## config.mk

```make
export PLATFORM = sky130hd
export DESIGN_NAME = tsu_time_sync_unit
export DESIGN_NICKNAME = d
export VERILOG_FILES = /design/src/pkg/tsu_pkg.sv /design/src/core/tsu_tc_decode.sv /design/src/core/tsu_time_sync_unit.sv
export SDC_FILE = /design/constraint.sdc
export NUM_CORES = 1
export LEC_CHECK = 0
export BUFFER_PORTS_ARGS = -buffer_cell sky130_fd_sc_hd__buf_2
export CORE_MARGIN = 2
export CORE_UTILIZATION = 40
export CTS_CLUSTER_DIAMETER = 40
export DETAILED_ROUTE_END_ITERATION = 10
export GPL_TIMING_DRIVEN = 0
export PLACE_DENSITY = 0.73
export SLEW_MARGIN = 20
export SYNTH_ARGS = -nofsm -noshare
export SYNTH_HDL_FRONTEND = slang
export SYNTH_SLANG_ARGS = --single-unit
```

## constraint.sdc

```tcl
create_clock -name clk_i -period 7.53 [get_ports clk_i]
set_input_delay 1.506 -clock clk_i [delete_from_list [all_inputs] [get_ports clk_i]]
set_output_delay 1.506 -clock clk_i [all_outputs]
set_load 0.01 [all_outputs]
```

## src/pkg/tsu_pkg.sv

```systemverilog
package tsu_pkg;
    // Clock and timing
    localparam int CLK_FREQ_HZ            = 200_000_000;
    localparam int MS_PER_S               = 1000;
    localparam int SNTP_REPLY_TIMEOUT_MS  = 500;
    localparam int SNTP_REPLY_TIMEOUT_CYC = SNTP_REPLY_TIMEOUT_MS * (CLK_FREQ_HZ / MS_PER_S);
    localparam int TC_LOSS_TIME_S         = 60;
    localparam int DST_SHIFT_S            = 3600;

    // Calendar arithmetic
    localparam int SEC_W        = 25;
    localparam int YEAR_W       = 16;
    localparam int SEC_PER_MIN  = 60;
    localparam int SEC_PER_HOUR = 3600;
    localparam int SEC_PER_DAY  = 86400;
    localparam int DAYS_YEAR    = 365;
    localparam int DAYS_LEAP    = 366;
    localparam int YEAR_BASE    = 2000;
    localparam int DEC_BASE     = 10;

    // Time code
    localparam int         TC_CMD_COUNT      = 18;
    localparam int         TC_FMT_W          = 3;
    localparam logic [2:0] TC_FMT_YEAR_FIRST = 3'h4;
    localparam int         TC_FMT_NO_CF_BIT  = 1;
    localparam int         TC_LOSS_W         = 7;

    // Network time
    localparam int SRV_COUNT  = 2;
    localparam int SRV_ADDR_W = 32;
    localparam int POLL_W     = 6;
    localparam logic [POLL_W-1:0] SNTP_POLL_IVL_S [4] = '{6'h3c, 6'h1e, 6'h14, 6'h0f};
    localparam logic [7:0]         STRATUM_GOOD = 8'h02;
    localparam logic [7:0]         STRATUM_SUFF = 8'h04;
    localparam logic signed [7:0]  PREC_GOOD    = -8'sd17;
    localparam logic signed [7:0]  PREC_SUFF    = -8'sd12;
    localparam logic [15:0]        DELAY_GOOD_US = 16'h03e8;
    localparam logic [15:0]        DELAY_SUFF_US = 16'h2710;

    typedef enum logic [1:0] {TSU_SRC_NONE, TSU_SRC_TIMECODE, TSU_SRC_SNTP} tsu_src_type;
    typedef enum logic [1:0] {TSU_Q_GOOD, TSU_Q_SUFFICIENT, TSU_Q_BAD} tsu_quality_type;

    typedef struct packed {
        logic [YEAR_W-1:0] year;
        logic [SEC_W-1:0]  sec;
    } tsu_time_type;

    typedef struct packed {
        logic [7:0]              sec_bcd;
        logic [7:0]              min_bcd;
        logic [7:0]              hour_bcd;
        logic [11:0]             day_bcd;
        logic [7:0]              year_bcd;
        logic [TC_CMD_COUNT-1:0] cmd;
    } tsu_tc_frame_type;

    typedef struct packed {
        logic              srv;
        tsu_time_type      stamp;
        logic [7:0]        stratum;
        logic signed [7:0] precision;
        logic [15:0]       delay_us;
    } tsu_sntp_reply_type;
endpackage

```

## src/core/tsu_tc_decode.sv

```systemverilog
`timescale 1ns/1ps
module tsu_tc_decode
    import tsu_pkg::*;
(
    input  wire tsu_tc_frame_type        frame_i,
    input  wire logic [TC_FMT_W-1:0]     format_i,
    input  wire logic [YEAR_W-1:0]       manual_year_i,
    output tsu_time_type                 stamp_o,
    output logic [TC_CMD_COUNT-1:0]      cmd_o
);
    function automatic int bcd2(input logic [7:0] b);
        return int'(b[7:4]) * DEC_BASE + int'(b[3:0]);
    endfunction

    int day;

    // Field conversion; a day of zero is invalid code and wraps harmlessly
    always_comb begin
        day = int'(frame_i.day_bcd[11:8]) * DEC_BASE * DEC_BASE + bcd2(frame_i.day_bcd[7:0]);
        stamp_o.sec = SEC_W'((day - 1) * SEC_PER_DAY + bcd2(frame_i.hour_bcd) * SEC_PER_HOUR
                      + bcd2(frame_i.min_bcd) * SEC_PER_MIN + bcd2(frame_i.sec_bcd));
        // Lower variants carry no year, so the manual year stands in
        if (format_i >= TC_FMT_YEAR_FIRST) begin
            stamp_o.year = YEAR_W'(YEAR_BASE + bcd2(frame_i.year_bcd));
        end else begin
            stamp_o.year = manual_year_i;
        end
        // Only variants with a control field carry commands
        cmd_o = format_i[TC_FMT_NO_CF_BIT] ? '0 : frame_i.cmd;
    end
endmodule

```

## src/core/tsu_time_sync_unit.sv

```systemverilog
`timescale 1ns/1ps
module tsu_time_sync_unit
    import tsu_pkg::*;
#(
    parameter int TICKS_PER_SEC = CLK_FREQ_HZ,
    parameter int REPLY_TIMEOUT = SNTP_REPLY_TIMEOUT_CYC
)(
    input  wire logic                                 clk_i,
    input  wire logic                                 rst_n_i,
    input  wire tsu_src_type                          time_source_select_i,
    input  wire logic                                 manual_wr_i,
    input  wire tsu_time_type                         manual_time_i,
    input  wire logic [YEAR_W-1:0]                    manual_year_i,
    input  wire logic signed [17:0]                   tz_offset_i,
    input  wire logic                                 dst_enable_i,
    input  wire logic [SEC_W-1:0]                     dst_start_i,
    input  wire logic [SEC_W-1:0]                     dst_end_i,
    input  wire logic                                 tc_enable_i,
    input  wire logic [TC_FMT_W-1:0]                  tc_format_i,
    input  wire logic                                 tc_frame_valid_i,
    input  wire tsu_tc_frame_type                     tc_frame_i,
    input  wire logic [SRV_COUNT-1:0]                 srv_active_i,
    input  wire logic [SRV_COUNT-1:0][SRV_ADDR_W-1:0] srv_addr_i,
    input  wire logic [1:0]                           poll_rate_i,
    input  wire logic                                 sntp_reply_valid_i,
    input  wire tsu_sntp_reply_type                   sntp_reply_i,
    output tsu_time_type                              utc_time_o,
    output tsu_time_type                              local_time_o,
    output logic                                      tc_active_o,
    output logic                                      tc_loss_event_o,
    output logic [TC_CMD_COUNT-1:0]                   timecode_command_flag_o,
    output logic                                      sntp_req_o,
    output logic                                      sntp_req_srv_o,
    output logic [SRV_ADDR_W-1:0]                     sntp_req_addr_o,
    output logic                                      sntp_srv_in_use_o,
    output logic                                      sntp_pri_failed_o,
    output tsu_quality_type                           srv_quality_o,
    output tsu_quality_type                           net_quality_o
);
    localparam int SUB_W = $clog2(TICKS_PER_SEC);
    localparam int TMO_W = $clog2(REPLY_TIMEOUT + 1);

    typedef enum {ST_IDLE, ST_WAIT_PRI, ST_WAIT_SEC} tsu_sntp_state_type;

    function automatic logic [SEC_W-1:0] year_len(input logic [YEAR_W-1:0] y);
        // Four-year leap rule only; correct through 2099
        return (y[1:0] == 2'h0) ? SEC_W'(DAYS_LEAP * SEC_PER_DAY) : SEC_W'(DAYS_YEAR * SEC_PER_DAY);
    endfunction

    tsu_time_type                 dec_stamp;
    logic [TC_CMD_COUNT-1:0]      dec_cmd;

    tsu_tc_decode u_decode (
        .frame_i       (tc_frame_i),
        .format_i      (tc_format_i),
        .manual_year_i (manual_year_i),
        .stamp_o       (dec_stamp),
        .cmd_o         (dec_cmd)
    );

    // Source qualification
    logic                 tc_sel;
    logic                 sntp_sel;
    logic                 tc_load;
    logic                 sntp_load;
    logic                 man_load;
    logic [SRV_COUNT-1:0] usable;
    logic                 sec_tick;
    tsu_sntp_state_type   state;
    logic [SUB_W-1:0]     sub_cnt;

    assign tc_sel   = (time_source_select_i == TSU_SRC_TIMECODE) && tc_enable_i;
    assign sntp_sel = (time_source_select_i == TSU_SRC_SNTP);
    assign tc_load  = tc_sel && tc_frame_valid_i;
    assign man_load = (time_source_select_i == TSU_SRC_NONE) && manual_wr_i;
    // A reply counts only from the server being waited on
    assign sntp_load = sntp_sel && sntp_reply_valid_i
                       && ((state == ST_WAIT_PRI && !sntp_reply_i.srv)
                       || (state == ST_WAIT_SEC && sntp_reply_i.srv));
    assign sec_tick = (sub_cnt == SUB_W'(TICKS_PER_SEC - 1));

    // Server is usable only with a nonzero address and its active flag
    for (genvar g = 0; g < SRV_COUNT; g++) begin : g_usable
        assign usable[g] = srv_active_i[g] && (srv_addr_i[g] != '0);
    end

    // Time base: UTC seconds of year plus year, loaded by the one selected source
    tsu_time_type     utc;
    tsu_time_type     next_utc;
    logic [SUB_W-1:0] next_sub;

    always_comb begin
        next_utc = utc;
        next_sub = sub_cnt + SUB_W'(1);
        if (sec_tick) begin
            next_sub = '0;
            if (utc.sec == year_len(utc.year) - SEC_W'(1)) begin
                next_utc.year = utc.year + YEAR_W'(1);
                next_utc.sec  = '0;
            end else begin
                next_utc.sec = utc.sec + SEC_W'(1);
            end
        end
        // A frame marks the start of its second, so the phase restarts too
        if (tc_load) begin
            next_utc = dec_stamp;
            next_sub = '0;
        end else if (sntp_load) begin
            next_utc = sntp_reply_i.stamp;
            next_sub = '0;
        end else if (man_load) begin
            next_utc = manual_time_i;
            next_sub = '0;
        end
    end

    always_ff @(posedge clk_i or negedge rst_n_i) begin
        if (!rst_n_i) begin
            utc     <= '{year: YEAR_W'(YEAR_BASE), sec: '0};
            sub_cnt <= '0;
        end else begin
            utc     <= next_utc;
            sub_cnt <= next_sub;
        end
    end

    // Time-code status, loss timer and command flags
    logic                    tc_active;
    logic                    tc_event;
    logic [TC_LOSS_W-1:0]    loss_cnt;
    logic [TC_CMD_COUNT-1:0] cmd;
    logic                    next_tc_active;
    logic                    next_tc_event;
    logic [TC_LOSS_W-1:0]    next_loss_cnt;
    logic [TC_CMD_COUNT-1:0] next_cmd;

    always_comb begin
        next_tc_active = tc_active;
        next_tc_event  = 1'b0;
        next_loss_cnt  = loss_cnt;
        next_cmd       = cmd;
        if (!tc_sel) begin
            next_tc_active = 1'b0;
            next_loss_cnt  = '0;
            next_cmd       = '0;
        end else if (tc_frame_valid_i) begin
            next_tc_active = 1'b1;
            next_loss_cnt  = '0;
            next_cmd       = dec_cmd;
        end else if (sec_tick && tc_active) begin
            // Counter passes the limit only after more than the full loss time
            if (loss_cnt == TC_LOSS_W'(TC_LOSS_TIME_S)) begin
                next_tc_active = 1'b0;
                next_tc_event  = 1'b1;
                next_loss_cnt  = '0;
                next_cmd       = '0;
            end else begin
                next_loss_cnt = loss_cnt + TC_LOSS_W'(1);
            end
        end
    end

    // Command flags feed no event path; users must gate them to record them
    always_ff @(posedge clk_i or negedge rst_n_i) begin
        if (!rst_n_i) begin
            tc_active <= 1'b0;
            tc_event  <= 1'b0;
            loss_cnt  <= '0;
            cmd       <= '0;
        end else begin
            tc_active <= next_tc_active;
            tc_event  <= next_tc_event;
            loss_cnt  <= next_loss_cnt;
            cmd       <= next_cmd;
        end
    end

    // Network poll scheduler with primary-first failover
    tsu_sntp_state_type  next_state;
    logic [POLL_W-1:0]   poll_cnt;
    logic [POLL_W-1:0]   next_poll_cnt;
    logic [TMO_W-1:0]    wait_cnt;
    logic [TMO_W-1:0]    next_wait_cnt;
    logic                req;
    logic                req_srv;
    logic                next_req;
    logic                next_req_srv;
    logic                in_use;
    logic                next_in_use;
    logic                pri_failed;
    logic                next_pri_failed;
    logic                poll_go;
    logic                timeout;
    tsu_quality_type     srv_q;
    tsu_quality_type     net_q;
    tsu_quality_type     next_srv_q;
    tsu_quality_type     next_net_q;

    assign timeout = (wait_cnt == TMO_W'(REPLY_TIMEOUT - 1));

    always_comb begin
        next_state      = state;
        next_poll_cnt   = poll_cnt;
        next_wait_cnt   = wait_cnt + TMO_W'(1);
        next_req        = 1'b0;
        next_req_srv    = req_srv;
        next_in_use     = in_use;
        next_pri_failed = pri_failed;
        next_srv_q      = srv_q;
        next_net_q      = net_q;
        poll_go         = 1'b0;
        if (sec_tick) begin
            if (poll_cnt + POLL_W'(1) >= SNTP_POLL_IVL_S[poll_rate_i]) begin
                next_poll_cnt = '0;
                poll_go       = 1'b1;
            end else begin
                next_poll_cnt = poll_cnt + POLL_W'(1);
            end
        end
        if (!sntp_sel) begin
            next_state    = ST_IDLE;
            next_poll_cnt = '0;
        end else begin
            case (state)
                ST_IDLE: begin
                    // Every poll tries server one first when it is usable, which gives the way back
                    if (poll_go && usable[0]) begin
                        next_state    = ST_WAIT_PRI;
                        next_req      = 1'b1;
                        next_req_srv  = 1'b0;
                        next_wait_cnt = '0;
                    end else if (poll_go && usable[1]) begin
                        next_state    = ST_WAIT_SEC;
                        next_req      = 1'b1;
                        next_req_srv  = 1'b1;
                        next_wait_cnt = '0;
                    end
                end
                ST_WAIT_PRI: begin
                    if (sntp_load) begin
                        next_state      = ST_IDLE;
                        next_in_use     = 1'b0;
                        next_pri_failed = 1'b0;
                    end else if (timeout) begin
                        next_pri_failed = 1'b1;
                        next_state      = usable[1] ? ST_WAIT_SEC : ST_IDLE;
                        next_req        = usable[1];
                        next_req_srv    = 1'b1;
                        next_wait_cnt   = '0;
                    end
                end
                ST_WAIT_SEC: begin
                    if (sntp_load) begin
                        next_state  = ST_IDLE;
                        next_in_use = 1'b1;
                    end else if (timeout) begin
                        next_state = ST_IDLE;
                    end
                end
                default: next_state = ST_IDLE;
            endcase
        end
        // Grades from the reply that was taken
        if (sntp_load) begin
            if (sntp_reply_i.stratum <= STRATUM_GOOD && sntp_reply_i.precision <= PREC_GOOD) begin
                next_srv_q = TSU_Q_GOOD;
            end else if (sntp_reply_i.stratum <= STRATUM_SUFF
                         && sntp_reply_i.precision <= PREC_SUFF) begin
                next_srv_q = TSU_Q_SUFFICIENT;
            end else begin
                next_srv_q = TSU_Q_BAD;
            end
            if (sntp_reply_i.delay_us <= DELAY_GOOD_US) begin
                next_net_q = TSU_Q_GOOD;
            end else if (sntp_reply_i.delay_us <= DELAY_SUFF_US) begin
                next_net_q = TSU_Q_SUFFICIENT;
            end else begin
                next_net_q = TSU_Q_BAD;
            end
        end
    end

    always_ff @(posedge clk_i or negedge rst_n_i) begin
        if (!rst_n_i) begin
            state      <= ST_IDLE;
            poll_cnt   <= '0;
            wait_cnt   <= '0;
            req        <= 1'b0;
            req_srv    <= 1'b0;
            in_use     <= 1'b0;
            pri_failed <= 1'b0;
            srv_q      <= TSU_Q_BAD;
            net_q      <= TSU_Q_BAD;
        end else begin
            state      <= next_state;
            poll_cnt   <= next_poll_cnt;
            wait_cnt   <= next_wait_cnt;
            req        <= next_req;
            req_srv    <= next_req_srv;
            in_use     <= next_in_use;
            pri_failed <= next_pri_failed;
            srv_q      <= next_srv_q;
            net_q      <= next_net_q;
        end
    end

    // Local time for display: UTC plus zone plus optional daylight shift
    tsu_time_type              local_t;
    tsu_time_type              next_local;
    logic signed [SEC_W+1:0]   lsum;
    logic                      dst_on;
    logic [YEAR_W-1:0]         y_prev;

    always_comb begin
        y_prev = utc.year - YEAR_W'(1);
        dst_on = dst_enable_i && (utc.sec >= dst_start_i) && (utc.sec < dst_end_i);
        lsum   = $signed({2'b00, utc.sec}) + (SEC_W+2)'(tz_offset_i)
                 + (dst_on ? (SEC_W+2)'(DST_SHIFT_S) : '0);
        next_local = '{year: utc.year, sec: lsum[SEC_W-1:0]};
        if (lsum < 0) begin
            next_local.year = y_prev;
            next_local.sec  = SEC_W'(lsum + $signed({2'b00, year_len(y_prev)}));
        end else if (lsum >= $signed({2'b00, year_len(utc.year)})) begin
            next_local.year = utc.year + YEAR_W'(1);
            next_local.sec  = SEC_W'(lsum - $signed({2'b00, year_len(utc.year)}));
        end
    end

    always_ff @(posedge clk_i or negedge rst_n_i) begin
        if (!rst_n_i) begin
            local_t <= '{year: YEAR_W'(YEAR_BASE), sec: '0};
        end else begin
            local_t <= next_local;
        end
    end

    assign utc_time_o              = utc;
    assign local_time_o            = local_t;
    assign tc_active_o             = tc_active;
    assign tc_loss_event_o         = tc_event;
    assign timecode_command_flag_o = cmd;
    assign sntp_req_o              = req;
    assign sntp_req_srv_o          = req_srv;
    assign sntp_req_addr_o         = srv_addr_i[req_srv];
    assign sntp_srv_in_use_o       = in_use;
    assign sntp_pri_failed_o       = pri_failed;
    assign srv_quality_o           = srv_q;
    assign net_quality_o           = net_q;
endmodule

```

==> parameters.txt <==
Parameter                              Value

Place
  Number of port buffers    481
  Global placement routability congestion    1.03
  Instance area at placement    0.0257 sq mm
  Half-perimeter wire length after detailed placement    61,500 um

Floorplanning
  Site row count    85
  Die area    0.0569 sq mm
  Starting density of the core    0.407
  Horiz. Die Dim    239 um
  Core ar.    0.0541 sq mm
  Top-level I/O count    483
  Die Ht    239 um

Global route
  Maximum number of pins on one net before global-route repair    82
  Combined global-route utilization of all metal layers    0.253
  Total congestion overflow    0
  Number of global-route vias before repair    20,275
  Number of antenna violations at the first check in global routing    17
  Global-route wire length before repair    112,000 um

Drt
  Number of routed nets with antenna violations    0
  DR DRC count    1
  Violation count after the first detailed-routing iteration    1,567
  Mean routed wirelength per cell    19.9 um
  Total Routed Length    75,700 um
  Total vias in the final route    21,238
  Avg Vias per Cell    5.58
  First-pass iteration count of the detailed router    11

Synthesis
  Netlist Area Pre-Place    0.0220 sq mm
  Main synth FF type    dfrtp_1
  Synth area leader    ha_1
  Most numerous cell in the Yosys netlist    ha_1
  Leading cell types by count after synthesis    ha_1 (372), inv_1 (261), nor2_1 (203), nand2_1 (170), dfrtp_1 (166)
  Part of the Yosys area used for sequential elements    0.205
  Post-synthesis net count    3,309
  Cell types with the largest area share after synthesis    ha_1 (21%), dfrtp_1 (19%), fa_1 (7.5%), xnor2_1 (5.6%), inv_1 (4.5%)
  Mean cell area of the mapped netlist    8.76 sq um
  Post-synthesis instance total    2,513
  Syn. warnings    0
  Synthesis-stage register bit count    180
  Share of the synthesized area in the top cell type    0.211
  Async set-reset flop share out of synthesis    1.00
  Number of different library cells in the post-synthesis netlist    92
  Post-synth EDFFs    0

Worst setup path
  CP Capture Type    flip-flop
  Launching element of the worst setup path    tc_frame_i[37]
  Crit-path max FO    3
  Startpoint of the worst-slack reg-to-reg timing path    utc_time_o[1]
  Type of origin of the critical path    input port
  Cell with the most instances on the worst path    ha_4
  Library cell contributing the largest single delay on the critical path    fa_2
  Largest incremental delay on the critical path    0.60 ns
  Worst path required time    7.83 ns
  Worst setup path class    input port to flip-flop
  Critical path arrival    9.94 ns
  Setup slack of the worst register-to-register path    0.39 ns

STA
  Shortest period the worst path allows    9.64 ns
  Worst slack on hold paths    0.463 ns
  Remaining max-slew budget at the tightest pin    0.176
  Hold Violations, Final    0
  Unrepaired setup endpoints after global routing    yes
  Final setup fails    13
  Post-layout worst setup margin    -2.11 ns
  Transition time at the pin with the least slew margin    1.23 ns
  Final count of pins violating max slew    0
  Post-route clock period utilization    1.28
  Setup tns final    -11.65 ns
  Setup Skew    0.0105 ns
  Timing-limited maximum frequency    0.104 GHz

CTS
  Clock tree from TritonCTS    yes
  Buffer type at the clock tree root    clkbuf_16
  Post-CTS clock slew at the launch and capture registers of the worst setup and hold paths    0.07 ns
  Buffer levels on the longest clock path    2
  H-tree levels    4
  # clock sinks    180
  Worst-Skew Late Latency    0.45 ns
  Clock buffers created by TritonCTS    17

Run status
  Failing checks    DRC, setup timing
  Outcome    finished, violations left

Worst hold path
  Beginning of the worst hold path    srv_quality_o[1]
  Worst Hold Class    flip-flop to flip-flop

Layout
  Design area    0.0283 sq mm
  Fraction of layout instances using a drive strength above 1    0.286
  Layout Nets    3,885
  Area growth from synthesis to final layout    28.8%

Flow run
  Max Cap Violations    0
## cells in the final DEF, fill, tap and decap left out, drive strengths merged, types with 10 or more instances in the layout
cell type / n
mux2i: 11
clkbuf: 75
inv: 263
a22o: 23
o211ai: 10
nand2b: 25
a21o: 53
o21a: 21
o22ai: 10
diode: 11
and2: 18
dfrtp: 166
nor2: 203
o21bai: 11
nor3: 56
nand3: 75
buf: 573
xnor2: 140
a21oi: 150
and3: 39
nor4: 32
nand4: 23
nand2: 170
o31ai: 14
fa: 83
o21ai: 103
nor2b: 33
a221oi: 31
mux2: 35
a31oi: 22
xor2: 92
or3: 15
ha: 372
a211oi: 18
dfstp: 14
## flip-flops by register name (all words and copies together) (netlist names)
register and cells:
sub_cnt 28, sntp_req_o 1, state 2, sntp_srv_in_use_o 1
tc_loss_event_o 1, sntp_pri_failed_o 1, loss_cnt 7, timecode_command_flag_o 18
sntp_req_srv_o 1, wait_cnt 27, poll_cnt 6, local_time_o 41
utc_time_o 41, srv_quality_o 2, net_quality_o 2, tc_active_o 1
## cell families after synthesis
group / Yosys count / share of synthesized area
buffers and inverters: 331 / 0.0591
AOI/OAI and AO/OA: 538 / 0.169
and+or+nand+nor: 730 / 0.162
muxes: 46 / 0.0229
adders and majority gates: 455 / 0.287
xor gates and xnor gates: 233 / 0.0942
DFF: 180 / 0.205
## metrics by stage
| step | setup WS (ns) | utilization | cells |
|---|---|---|---|
| after CTS | -1.98 | 0.508 | 3766 |
| after detailed placement | -2.92 | 0.474 | 3692 |
| final | -2.11 | 0.524 | 3809 |
| after global placement | -2.81 | 0.473 | 3690 |
| after floorplan | -1.92 | - | 2513 |
| after global routing | -2.41 | 0.523 | 3804 |
## routing by layer
| metal | share of wire | global-route usage | vias up |
|---|---|---|---|
| met5 | 0.00061 | 0 | - |
| li1 | - | - | 10051 |
| met1 | 0.40 | 0.310 | 10098 |
| met4 | 0.054 | 0.122 | 8 |
| met2 | 0.47 | 0.434 | 902 |
| met3 | 0.072 | 0.0401 | 179 |
## timing repair
| action | CTS | global route |
|---|---|---|
| endpoints found under the setup margin | 45 | 46 |
| gates cloned | 1 | 0 |
| hold buffers | 0 | 0 |
| gates resized for setup | 128 | 117 |
| setup buffers | 41 | 33 |
| pin swaps | 100 | 101 |
## area by class of cell
type	count	area, sq um
fillers	4921	25800
inverters	261	985
well taps	696	871
repair buffers	557	3160
multi-input cells	2002	17800
clock buffers	21	460
clock inverters	11	175
plain buffers	70	337
flip-flops and latches	180	4520
diodes	11	27.5
## critical path, delay by kind of cell
kind	cells	cell delay, ns
compound gates	4	0.76
xor+xnor	11	1.81
buf+inv	7	0.59
simple gates	2	0.10
fa+ha+maj	16	5.17
## path summary, 6_finish.rpt
check                                              to  cells after the start
max in group asynchronous            local_time_o[34]                      3
max                                    utc_time_o[24]                     40
min reg2reg                          srv_quality_o[1]                      2
max reg2reg                          local_time_o[24]                     32
min in group asynchronous  timecode_command_flag_o[1]                      1
min                                  srv_quality_o[1]                      2
Power is left out: the tool's default activity adds up to more than one toggle a clock period on the data nets, which glitch-free logic cannot reach.
